File: config.mk
export PLATFORM = sky130hd
export DESIGN_NAME = pfc_regs
export DESIGN_NICKNAME = d
export VERILOG_FILES = /design/src/rtl/pfc_pkg.sv /design/src/rtl/pfc_regs.sv
export SDC_FILE = /design/constraint.sdc
export NUM_CORES = 1
export LEC_CHECK = 0
export BUFFER_PORTS_ARGS = -buffer_cell sky130_fd_sc_hd__buf_4
export CAP_MARGIN = 30
export CORE_MARGIN = 2
export CORE_UTILIZATION = 48
export DETAILED_ROUTE_END_ITERATION = 8
export PLACE_DENSITY = 0.81
export SLEW_MARGIN = 20
export SYNTH_ARGS = -nofsm -noshare
export SYNTH_HDL_FRONTEND = slang
export SYNTH_SLANG_ARGS = --single-unit
File: constraint.sdc
create_clock -name mclk_i -period 2.5 [get_ports mclk_i]
set_input_delay 0.375 -clock mclk_i [delete_from_list [all_inputs] [get_ports mclk_i]]
set_output_delay 0.375 -clock mclk_i [all_outputs]
set_load 0.005 [all_outputs]
File: src/rtl/pfc_pkg.sv
// package: register map, field layout and reset values of the fraction loop config bank
package pfc_pkg;

	localparam int ADDR_W = 8;
	localparam int DATA_W = 8;
	localparam int DEN_W  = 22;

	// register offsets
	localparam logic [7:0] OFS_DEN_BYTE2 = 8'h1E;
	localparam logic [7:0] OFS_DEN_BYTE1 = 8'h1F;
	localparam logic [7:0] OFS_DEN_BYTE0 = 8'h20;
	localparam logic [7:0] OFS_MOD_CTRL  = 8'h21;
	localparam logic [7:0] OFS_LOOP_CTL1 = 8'h22;
	localparam logic [7:0] OFS_LOOP_CTL2 = 8'h23;
	localparam logic [7:0] OFS_FILT_R2   = 8'h24;

	// field layout
	localparam int DEN_HI_LSB  = 16;
	localparam int DEN_MID_LSB = 8;
	localparam int DEN_HI_W    = 6;
	localparam int DITHER_LSB  = 2;
	localparam int ORDER_LSB   = 0;
	localparam int SEL_W       = 2;
	localparam int DOUBLER_BIT = 5;
	localparam int CTL1_RSV_LSB = 6;
	localparam int PUMP_I_LSB  = 0;
	localparam int PUMP_I_W    = 4;
	localparam int DELAY_LSB   = 4;
	localparam int DELAY_W     = 3;
	localparam int THIRD_C_BIT = 2;
	localparam int CTL2_RSV_LSB = 0;

	// reset values
	localparam logic [5:0] RST_DEN_HI   = 6'h00;
	localparam logic [7:0] RST_DEN_BYTE = 8'h00;
	localparam logic [1:0] RST_DITHER   = 2'h3;
	localparam logic [1:0] RST_ORDER    = 2'h0;
	localparam logic       RST_DOUBLER  = 1'b1;
	localparam logic [1:0] RST_CTL1_RSV = 2'h0;
	localparam logic [3:0] RST_PUMP_I   = 4'h8;
	localparam logic [2:0] RST_DELAY    = 3'h0;
	localparam logic       RST_THIRD_C  = 1'b0;
	localparam logic [1:0] RST_CTL2_RSV = 2'h3;
	localparam logic [7:0] RST_FILT_R2  = 8'h08;
	localparam logic [7:0] READ_ZERO    = 8'h00;

	// documented codes
	localparam logic [1:0] DITHER_WEAK = 2'h0;
	localparam logic [1:0] DITHER_OFF  = 2'h3;
	localparam logic [1:0] ORDER_INT   = 2'h0;
	localparam logic [1:0] ORDER_THIRD = 2'h3;
	localparam logic [3:0] PUMP_1P6MA  = 4'h4;
	localparam logic [3:0] PUMP_6P4MA  = 4'h8;

	// settings handed to the fractional modulator
	typedef struct packed {
		logic [DEN_W-1:0] fraction_denominator;
		logic [SEL_W-1:0] order_select;
		logic [SEL_W-1:0] dither_select;
	} pfc_mod_cfg_t;

	// settings handed to the analog loop
	typedef struct packed {
		logic                doubler_enable;
		logic [PUMP_I_W-1:0] pump_current_code;
		logic [DELAY_W-1:0]  pump_delay_code;
		logic                third_cap_enable;
		logic [DATA_W-1:0]   filter_resistor_code;
	} pfc_loop_cfg_t;

endpackage

File: src/rtl/pfc_regs.sv
// fraction loop configuration register bank
//
// Behaviour
// - denominator is 22 bits gathered from three byte registers
// - top denominator byte holds bits 21:16 in 5:0; upper two reserved; resets zero
// - middle denominator byte holds bits 15:8, read/write, resets zero
// - low denominator byte holds bits 7:0, read/write, resets zero
// - modulator dither select in bits 3:2; 0 weak, 3 off; resets 3
// - modulator order select in bits 1:0; 0 integer, 3 third order; resets 0
// - first loop control bit 5 enables reference doubler; resets to 1
// - pump current code bits 3:0 resets 8; host writes only 4 or 8
// - second loop control bits 6:4 hold pump delay code, resets 0
// - second loop control bit 2 enables third filter capacitor; resets 0
// - filter resistor code fills its whole byte, resets 0x08, any code allowed
`timescale 1ns/1ps

module pfc_regs
	import pfc_pkg::*;
(
	input  wire logic              mclk_i,
	input  wire logic              sys_rst_i,
	input  wire logic              wr_en_i,
	input  wire logic              rd_en_i,
	input  wire logic [ADDR_W-1:0] addr_i,
	input  wire logic [DATA_W-1:0] wdata_i,
	output logic      [DATA_W-1:0] rdata_o,
	output logic                   rvalid_o,
	output pfc_mod_cfg_t           mod_cfg_o,
	output pfc_loop_cfg_t          loop_cfg_o
);

	logic [DEN_HI_W-1:0] den_hi_reg;
	logic [DATA_W-1:0]   den_mid_reg;
	logic [DATA_W-1:0]   den_lo_reg;
	logic [SEL_W-1:0]    dither_reg;
	logic [SEL_W-1:0]    order_reg;
	logic                doubler_reg;
	logic [1:0]          ctl1_rsv_reg;
	logic [PUMP_I_W-1:0] pump_i_reg;
	logic [DELAY_W-1:0]  delay_reg;
	logic                third_c_reg;
	logic [1:0]          ctl2_rsv_reg;
	logic [DATA_W-1:0]   filt_r2_reg;
	logic [DATA_W-1:0]   rdata_next;

	// ----------------------------------------------------------------
	// fraction denominator
	// ----------------------------------------------------------------
	always_ff @(posedge mclk_i)
	begin
		if (sys_rst_i)
		begin
			den_hi_reg  <= RST_DEN_HI;
			den_mid_reg <= RST_DEN_BYTE;
			den_lo_reg  <= RST_DEN_BYTE;
		end
		else if (wr_en_i)
		begin
			// no shadow copy: a half-written value reaches the modulator
			// top byte, low six bits
			if (addr_i == OFS_DEN_BYTE2)
				den_hi_reg <= wdata_i[DEN_HI_W-1:0];
			if (addr_i == OFS_DEN_BYTE1)
				den_mid_reg <= wdata_i;
			if (addr_i == OFS_DEN_BYTE0)
				den_lo_reg <= wdata_i;
		end
	end

	// ----------------------------------------------------------------
	// modulator control
	// ----------------------------------------------------------------
	always_ff @(posedge mclk_i)
	begin
		if (sys_rst_i)
		begin
			dither_reg <= RST_DITHER;
			order_reg  <= RST_ORDER;
		end
		else if (wr_en_i && addr_i == OFS_MOD_CTRL)
		begin
			dither_reg <= wdata_i[DITHER_LSB +: SEL_W];
			order_reg  <= wdata_i[ORDER_LSB +: SEL_W];
		end
	end

	// ----------------------------------------------------------------
	// loop control
	// ----------------------------------------------------------------
	always_ff @(posedge mclk_i)
	begin
		if (sys_rst_i)
		begin
			doubler_reg  <= RST_DOUBLER;
			ctl1_rsv_reg <= RST_CTL1_RSV;
			pump_i_reg   <= RST_PUMP_I;
		end
		else if (wr_en_i && addr_i == OFS_LOOP_CTL1)
		begin
			doubler_reg  <= wdata_i[DOUBLER_BIT];
			ctl1_rsv_reg <= wdata_i[CTL1_RSV_LSB +: 2];
			pump_i_reg   <= wdata_i[PUMP_I_LSB +: PUMP_I_W];
		end
	end

	always_ff @(posedge mclk_i)
	begin
		if (sys_rst_i)
		begin
			delay_reg    <= RST_DELAY;
			third_c_reg  <= RST_THIRD_C;
			ctl2_rsv_reg <= RST_CTL2_RSV;
		end
		else if (wr_en_i && addr_i == OFS_LOOP_CTL2)
		begin
			delay_reg    <= wdata_i[DELAY_LSB +: DELAY_W];
			third_c_reg  <= wdata_i[THIRD_C_BIT];
			// low pair has a reset value, so stores
			ctl2_rsv_reg <= wdata_i[CTL2_RSV_LSB +: 2];
		end
	end

	always_ff @(posedge mclk_i)
	begin
		if (sys_rst_i)
			filt_r2_reg <= RST_FILT_R2;
		else if (wr_en_i && addr_i == OFS_FILT_R2)
			filt_r2_reg <= wdata_i;
	end

	// ----------------------------------------------------------------
	// read path
	// ----------------------------------------------------------------
	always_comb
	begin
		rdata_next = READ_ZERO;
		// unstored reserved bits read zero
		// bits with no flop keep the zero preset above
		unique case (addr_i)
			OFS_DEN_BYTE2: rdata_next[DEN_HI_W-1:0] = den_hi_reg;
			OFS_DEN_BYTE1: rdata_next = den_mid_reg;
			OFS_DEN_BYTE0: rdata_next = den_lo_reg;
			OFS_MOD_CTRL:
			begin
				rdata_next[DITHER_LSB +: SEL_W] = dither_reg;
				rdata_next[ORDER_LSB +: SEL_W]  = order_reg;
			end
			OFS_LOOP_CTL1:
			begin
				rdata_next[CTL1_RSV_LSB +: 2]       = ctl1_rsv_reg;
				rdata_next[DOUBLER_BIT]             = doubler_reg;
				rdata_next[PUMP_I_LSB +: PUMP_I_W]  = pump_i_reg;
			end
			OFS_LOOP_CTL2:
			begin
				rdata_next[DELAY_LSB +: DELAY_W] = delay_reg;
				rdata_next[THIRD_C_BIT]          = third_c_reg;
				rdata_next[CTL2_RSV_LSB +: 2]    = ctl2_rsv_reg;
			end
			OFS_FILT_R2:   rdata_next = filt_r2_reg;
			default:       rdata_next = READ_ZERO;
		endcase
	end

	always_ff @(posedge mclk_i)
	begin
		if (sys_rst_i)
		begin
			rdata_o  <= READ_ZERO;
			rvalid_o <= 1'b0;
		end
		else
		begin
			// idle cycles return zero so stale data never looks fresh
			rdata_o  <= rd_en_i ? rdata_next : READ_ZERO;
			rvalid_o <= rd_en_i;
		end
	end

	// ----------------------------------------------------------------
	// outputs to modulator and loop
	// ----------------------------------------------------------------
	// registered copy so outputs come from flops; lags the bank by one cycle
	always_ff @(posedge mclk_i)
	begin
		if (sys_rst_i)
		begin
			mod_cfg_o  <= '{fraction_denominator: {RST_DEN_HI, RST_DEN_BYTE, RST_DEN_BYTE},
				order_select: RST_ORDER, dither_select: RST_DITHER};
			loop_cfg_o <= '{doubler_enable: RST_DOUBLER, pump_current_code: RST_PUMP_I,
				pump_delay_code: RST_DELAY, third_cap_enable: RST_THIRD_C,
				filter_resistor_code: RST_FILT_R2};
		end
		else
		begin
			mod_cfg_o.fraction_denominator <= {den_hi_reg, den_mid_reg, den_lo_reg};
			mod_cfg_o.order_select         <= order_reg;
			mod_cfg_o.dither_select        <= dither_reg;
			loop_cfg_o.doubler_enable       <= doubler_reg;
			loop_cfg_o.pump_current_code    <= pump_i_reg;
			loop_cfg_o.pump_delay_code      <= delay_reg;
			loop_cfg_o.third_cap_enable     <= third_c_reg;
			loop_cfg_o.filter_resistor_code <= filt_r2_reg;
		end
	end

endmodule // pfc_regs

==> results of run 1 <==
==> how the worst min path moves through the flow <==
stage                    start              end  slack (ps)
3_5_place_dp   ctl2_rsv_reg[1]  ctl2_rsv_reg[1]         450
3_3_place_gp   ctl2_rsv_reg[1]  ctl2_rsv_reg[1]         450
6_report            wdata_i[3]    dither_reg[1]         290
5_1_grt             wdata_i[3]    dither_reg[1]         280
4_1_cts             wdata_i[3]    dither_reg[1]         280
2_1_floorplan    dither_reg[0]     mod_cfg_o[0]         430
==> cell usage in the layout, fill, tap and decap left out, drive strengths merged, types with 5 or more instances in the layout <==
| master | n |
|---|---|
| clkbuf | 13 |
| a21oi | 12 |
| nor2b | 41 |
| nand3 | 20 |
| a22o | 8 |
| inv | 5 |
| or2 | 5 |
| dfxtp | 99 |
| buf | 77 |
| mux2i | 39 |
| a211o | 7 |
| a22oi | 9 |
| nor2 | 39 |
| nand2 | 11 |
==> final cells by class <==
| cell class | instances | area share [%] |
|---|---|---|
| clock inverter | 3 | 0.442 |
| tap | 102 | 2.81 |
| inverter | 5 | 0.414 |
| clock buffer | 13 | 3.95 |
| multi-input combinational | 224 | 35.9 |
| sequential | 99 | 43.7 |
| timing repair buffer | 77 | 12.7 |
==> critical path: stages <==
cell	delay, ps
buf_4	200
nor4_4	530
nand4_2	320
a211o_1	370
==> power breakdown <==
| group | total [mW] | switching [mW] | internal, mW | leakage, nW |
|---|---|---|---|---|
| Combinational | 0.132 | 0.0865 | 0.0454 | 1.10 |
| Sequential | 1.58 | 0.00126 | 1.58 | 0.798 |
| Clock | 0.995 | 0.526 | 0.469 | 0.0977 |
| Total | 2.71 | 0.613 | 2.09 | 2.00 |
==> metal layers <==
metal  vias to the layer above  global-route usage (%)  wire length, um
li1                       1343                       -                -
met1                      1315                    27.4             3680
met2                       129                    32.1             3920
met3                        16                    4.56              648
met4                         0                    8.08              150
met5                         -                       0                0
==> through the flow <==
step | hold WS [ps] | utilization [%] | setup WS (ps) | cell area [um^2] | std cells
finish | 287 | 59.3 | 954 | 4530 | 523
global route | 279 | 59.3 | 893 | 4530 | 523
CTS | 280 | 59.3 | 985 | 4530 | 523
detailed placement | 455 | 56.7 | 608 | 4340 | 507
global placement | 445 | 56.7 | 671 | 4340 | 507
floorplan | 432 | - | 859 | 3750 | 351
==> cell families (layout without fill, tap and decap cells) <==
logic type | count (synthesis) | count (layout) | synth area share, %
AO/OA/AOI/OAI | 47 | 47 | 9.85
buffers and inverters | 28 | 98 | 3.81
multiplexers | 42 | 42 | 11.3
flip-flops | 99 | 99 | 52.9
AND/OR/NAND/NOR | 134 | 134 | 21.9
XOR/XNOR | 1 | 1 | 0.234
==> out/results.ini, run 1 <==
[synth]
synth_warnings = 0
synth_area_leaders = dfxtp_1 53%, mux2i_1 10%, nor2b_1 6.8%, nor2_1 3.9%, nand3_1 2.0%
yosysUniqueCellTypes = 45
syn_inst = 351
syn_avg_cell_area_um2 = 10.7
synthArstFlopShare_pct = 0
synth_top_cell_by_area = dfxtp_1
synthesis.area_um2 = 3750
synth_top_flop_cell = dfxtp_1
synth_edf_count = 0
synth_fp_nets = 371
synth.most_common_cell = dfxtp_1
synth-seq-area-share_pct = 52.9
yosys-top-cells-count = 99 x dfxtp_1, 41 x nor2b_1, 39 x mux2i_1, 39 x nor2_1, 15 x nand3_1
synth.top_cell.area_share_pct = 52.9
synth-seq-cells = 99

[cts]
holdBufCountCts = 0
clk_pin_slew_ps = 90
cts_tree = built
cts.htree.levels = 3
clock_path_buffers = 2
cts_buffers = 9
insertion_delay_ps = 360
post_cts.repair.setup_buffers = 0
cts_resized = 0
cts_root_buf = clkbuf_8
cts.sinks = 99

[detailed_routing]
ant_nets = 0
finalWirelength_um = 8400
drc_errors = 0
viasPerCell = 5.36
first_iter_violations = 180
num_vias = 2803
first_pass_iters = 5
post_drt_wl_per_cell_um = 16.1

[global_route]
grt_first_pass_wirelength_um = 13600
grt_max_degree = 91
overflow = 0
grt_pass1_vias = 2691
antenna_found_initial = 0
grt_util_all_layers_pct = 20.4

[finish]
antennaDiodeCount = 0
multiInputGateArea_um2 = 1630
area_delta_synth_final_pct = 21.0
largest_register_ffs = 26
top_regs = mod_cfg_o (26), loop_cfg_o (17)
nFillCells = 653
seqCellArea_um2 = 1980
final_layout_size_suffix_gt1_share_pct = 27.8
largest-register = mod_cfg_o
nNetsFinal = 436

[die]
dieArea_um2 = 8530
core_area_um2 = 7650
die_y_um = 92.4
rows = 32
start_util_pct = 49.0
num_io_pins = 72
die_x_um = 92.4

[worst_setup_path]
crit_path_end_kind = register
startpoint_type = input pin
r2r-start = filt_r2_reg[6]
crit_type = in2reg
worstPathRequired_ps = 2750
reg2regPathDepth = 4
crit_start = addr_i[0]
critPathArrivalTime_ps = 1800
critPathMaxFanout = 17
r2r-end = rdata_o[6]
reg2reg_slack_ps = 1390
critPathCapture = filt_r2_reg[3]

[hold_path]
min_path_type = in2reg
hold_depth = 2

[sta]
clock.fmax_ghz = 0.647
fin_tns_setup_ps = 0
finalCriticalPeriod_ps = 1550
slew-limit-headroom_pct = 44.3
grt_setup_unrepaired = false
setup_viol = 0
hold_viol = 0
fin_crit_sh_pct = 61.8
maxSlewViolCount = 0
fin_skew_ps = 9.10
worst_pin_slew_ps = 836

[place]
port_buffers = 71
dp_hpwl_um = 5900
gp_congestion = 0.960

[run]
maxCapViolations = 0

[pwr]
powerDensity_nw_per_um2 = 597
power.total_mw = 2.71
power.static_leakage_nw = 2.00
vdd_drop_max_uv = 267

[status]
status = completed

(Power assumes the default switching activity.)
==> run 2, diff against run 1 <==
Settings changed: PLACE_DENSITY 0.81 to 0.84.
Clock period 2.5 ns to 1.35 ns, I/O delays scaled along.
==> run 2 against run 1 <==
  * First-iteration DRC count grew 16%
  * Final area grew 7.6%
  * Non-clock buffer count is 29 higher
  * Highest routed layer unchanged
  * Via count up 3.5%
  * Hold slack lost 190 ps
  * Cell count rose by 5.5%
  * Global-route usage increased by 2.4 points
  * Critical path depth is 2 higher
  * Register-to-register slack got worse by 1200 ps
  * Sequential power increased by 85%
==> out/results.ini, run 2 (synthesis gave the netlist of run 1 again) <==
[status]
status = completed

[detailed_routing]
finalWirelength_um = 9250  ; +10%
first_pass_iters = 4  ; -1
first_iter_violations = 208  ; +16%
viasPerCell = 5.25  ; -2.0%
drc_errors = 0  ; unchanged
num_vias = 2900  ; +3.5%
post_drt_wl_per_cell_um = 16.8  ; +4.3%
ant_nets = 0  ; unchanged

[pwr]
power.total_mw = 5.40  ; +99%
powerDensity_nw_per_um2 = 1110  ; +85%
vdd_drop_max_uv = 687  ; +160%
p_sw_share_pct = 22.8  ; +0.14 points
p_int_mw = 4.17  ; +99%
combPwrFrac_pct = 5.7  ; +0.8 points
clkPwrFrac_pct = 40.2  ; +3.4 points
power.static_leakage_nw = 2.17  ; +8.5%
p_sw_mw = 1.23  ; +100%
power_frac_seq_pct = 54.2  ; -4.2 points

[global_route]
grt_first_pass_wirelength_um = 15100  ; +11%
antenna_found_initial = 0  ; unchanged
overflow = 0  ; unchanged
grt_max_degree = 91  ; unchanged
grt_pass1_vias = 2954  ; +9.8%
grt_util_all_layers_pct = 22.8  ; +2.4 points

[sta]
maxSlewViolCount = 0  ; unchanged
worst_pin_slew_ps = 378  ; -458 ps
finalCriticalPeriod_ps = 1210
setup_viol = 0  ; unchanged
clock.fmax_ghz = 0.829
hold_viol = 0  ; unchanged
fin_crit_sh_pct = 89.4
slew-limit-headroom_pct = 74.7  ; +30 points
fin_skew_ps = 13.6  ; +4.45 ps
grt_setup_unrepaired = false
fin_tns_setup_ps = 0  ; unchanged

[finish]
largest-register = mod_cfg_o
largest_register_ffs = 26  ; unchanged
final_cells = 552  ; +5.5%
layout_commonest_cell = buf_4
final_cell_mix = 102 x buf_4, 99 x dfxtp_1, 41 x nor2b_1
nFillCells = 594  ; -9.0%
final_layout_size_suffix_gt1_share_pct = 34.0  ; +6.2 points
top_regs = mod_cfg_o (26), loop_cfg_o (17)
area_delta_synth_final_pct = 30.2
stdcell_area_um2 = 4880  ; +7.6%
nNetsFinal = 465  ; +6.7%
antennaDiodeCount = 0  ; unchanged

[cts]
insertion_delay_ps = 370  ; about the same
cts.htree.levels = 3  ; unchanged
cts_tree = built
clk_pin_slew_ps = 100  ; about the same
post_cts.repair.setup_buffers = 0  ; unchanged
cts_resized = 0  ; unchanged
clock_path_buffers = 2  ; unchanged
cts.sinks = 99  ; unchanged
holdBufCountCts = 0  ; unchanged
cts_root_buf = clkbuf_8
cts_buffers = 9  ; unchanged

[run]
maxCapViolations = 0  ; unchanged

[hold_path]
min_path_type = in2reg

[worst_setup_path]
crit_path_end_kind = register
startpoint_type = input pin
crit_type = in2reg
critPathArrivalTime_ps = 1490  ; -310 ps
worstPathRequired_ps = 1630  ; -1120 ps
critPathMaxFanout = 5  ; -12

[die]
num_io_pins = 72  ; unchanged
dieArea_um2 = 8530  ; unchanged
start_util_pct = 49.0  ; unchanged
core_area_um2 = 7650  ; unchanged
die_x_um = 92.4  ; unchanged
die_y_um = 92.4  ; unchanged
rows = 32  ; unchanged

[place]
gp_congestion = 0.891  ; -7.2%
place_inst = 536  ; +5.7%
dp_hpwl_um = 6700  ; +14%
place_area_um2 = 4650  ; +7.2%
port_buffers = 71  ; unchanged

## run 2: through the flow
step                hold slack (ps)  utilization [%]  worst slack [ps]
global placement                445             60.7              -220
detailed placement              463             60.7              -234
CTS                            86.8             63.8               155
floorplan                       320                -             -79.8
global route                   80.7             63.8              68.4
finish                         96.3             63.8               143
## run 2: layout make-up
| cell class | instances | area, um^2 | share of cell area [%] |
|---|---|---|---|
| sequential | 99 | 1980 | 40.6 |
| clock buffer | 10 | 138 | 2.82 |
| tap | 102 | 128 | 2.62 |
| clock inverter | 6 | 96.3 | 1.97 |
| multi-input combinational | 224 | 1670 | 34.3 |
| inverter | 5 | 18.8 | 0.385 |
| timing repair buffer | 106 | 846 | 17.3 |
## run 2: critical path, stage by stage
cell     delay [ps]
buf_4           130
nor4b_4         410
buf_4           180
mux2i_1          60
o22a_1          260
a22oi_1         230
## run 2: path summary, 6_finish.rpt
path                  start              to  slack (ps)  cells after the start
min reg2reg  filt_r2_reg[6]  filt_r2_reg[6]         480                      2
max               addr_i[4]      rdata_o[1]         140                      6
min              wdata_i[3]   dither_reg[1]         100                      2
max reg2reg   den_hi_reg[1]      rdata_o[1]         230                      4
## run 2: layer usage
metal	global-route usage (%)	vias up	part of all wire (%)
li1	-	1407	-
met1	30.9	1370	44
met2	36.1	110	48
met3	4.15	13	6.1
met4	9.45	0	1.4
met5	0	-	0
## run 2: power groups by stage
stage                     registers [mW]  logic, mW  clock network [mW]
after floorplan                     2.99      0.145                   0
after global placement              2.99      0.298                   0
after detailed placement            2.99      0.301                   0
after CTS                           2.92      0.303                2.19
after global routing                2.93      0.325                2.34
final                               2.92      0.305                2.17
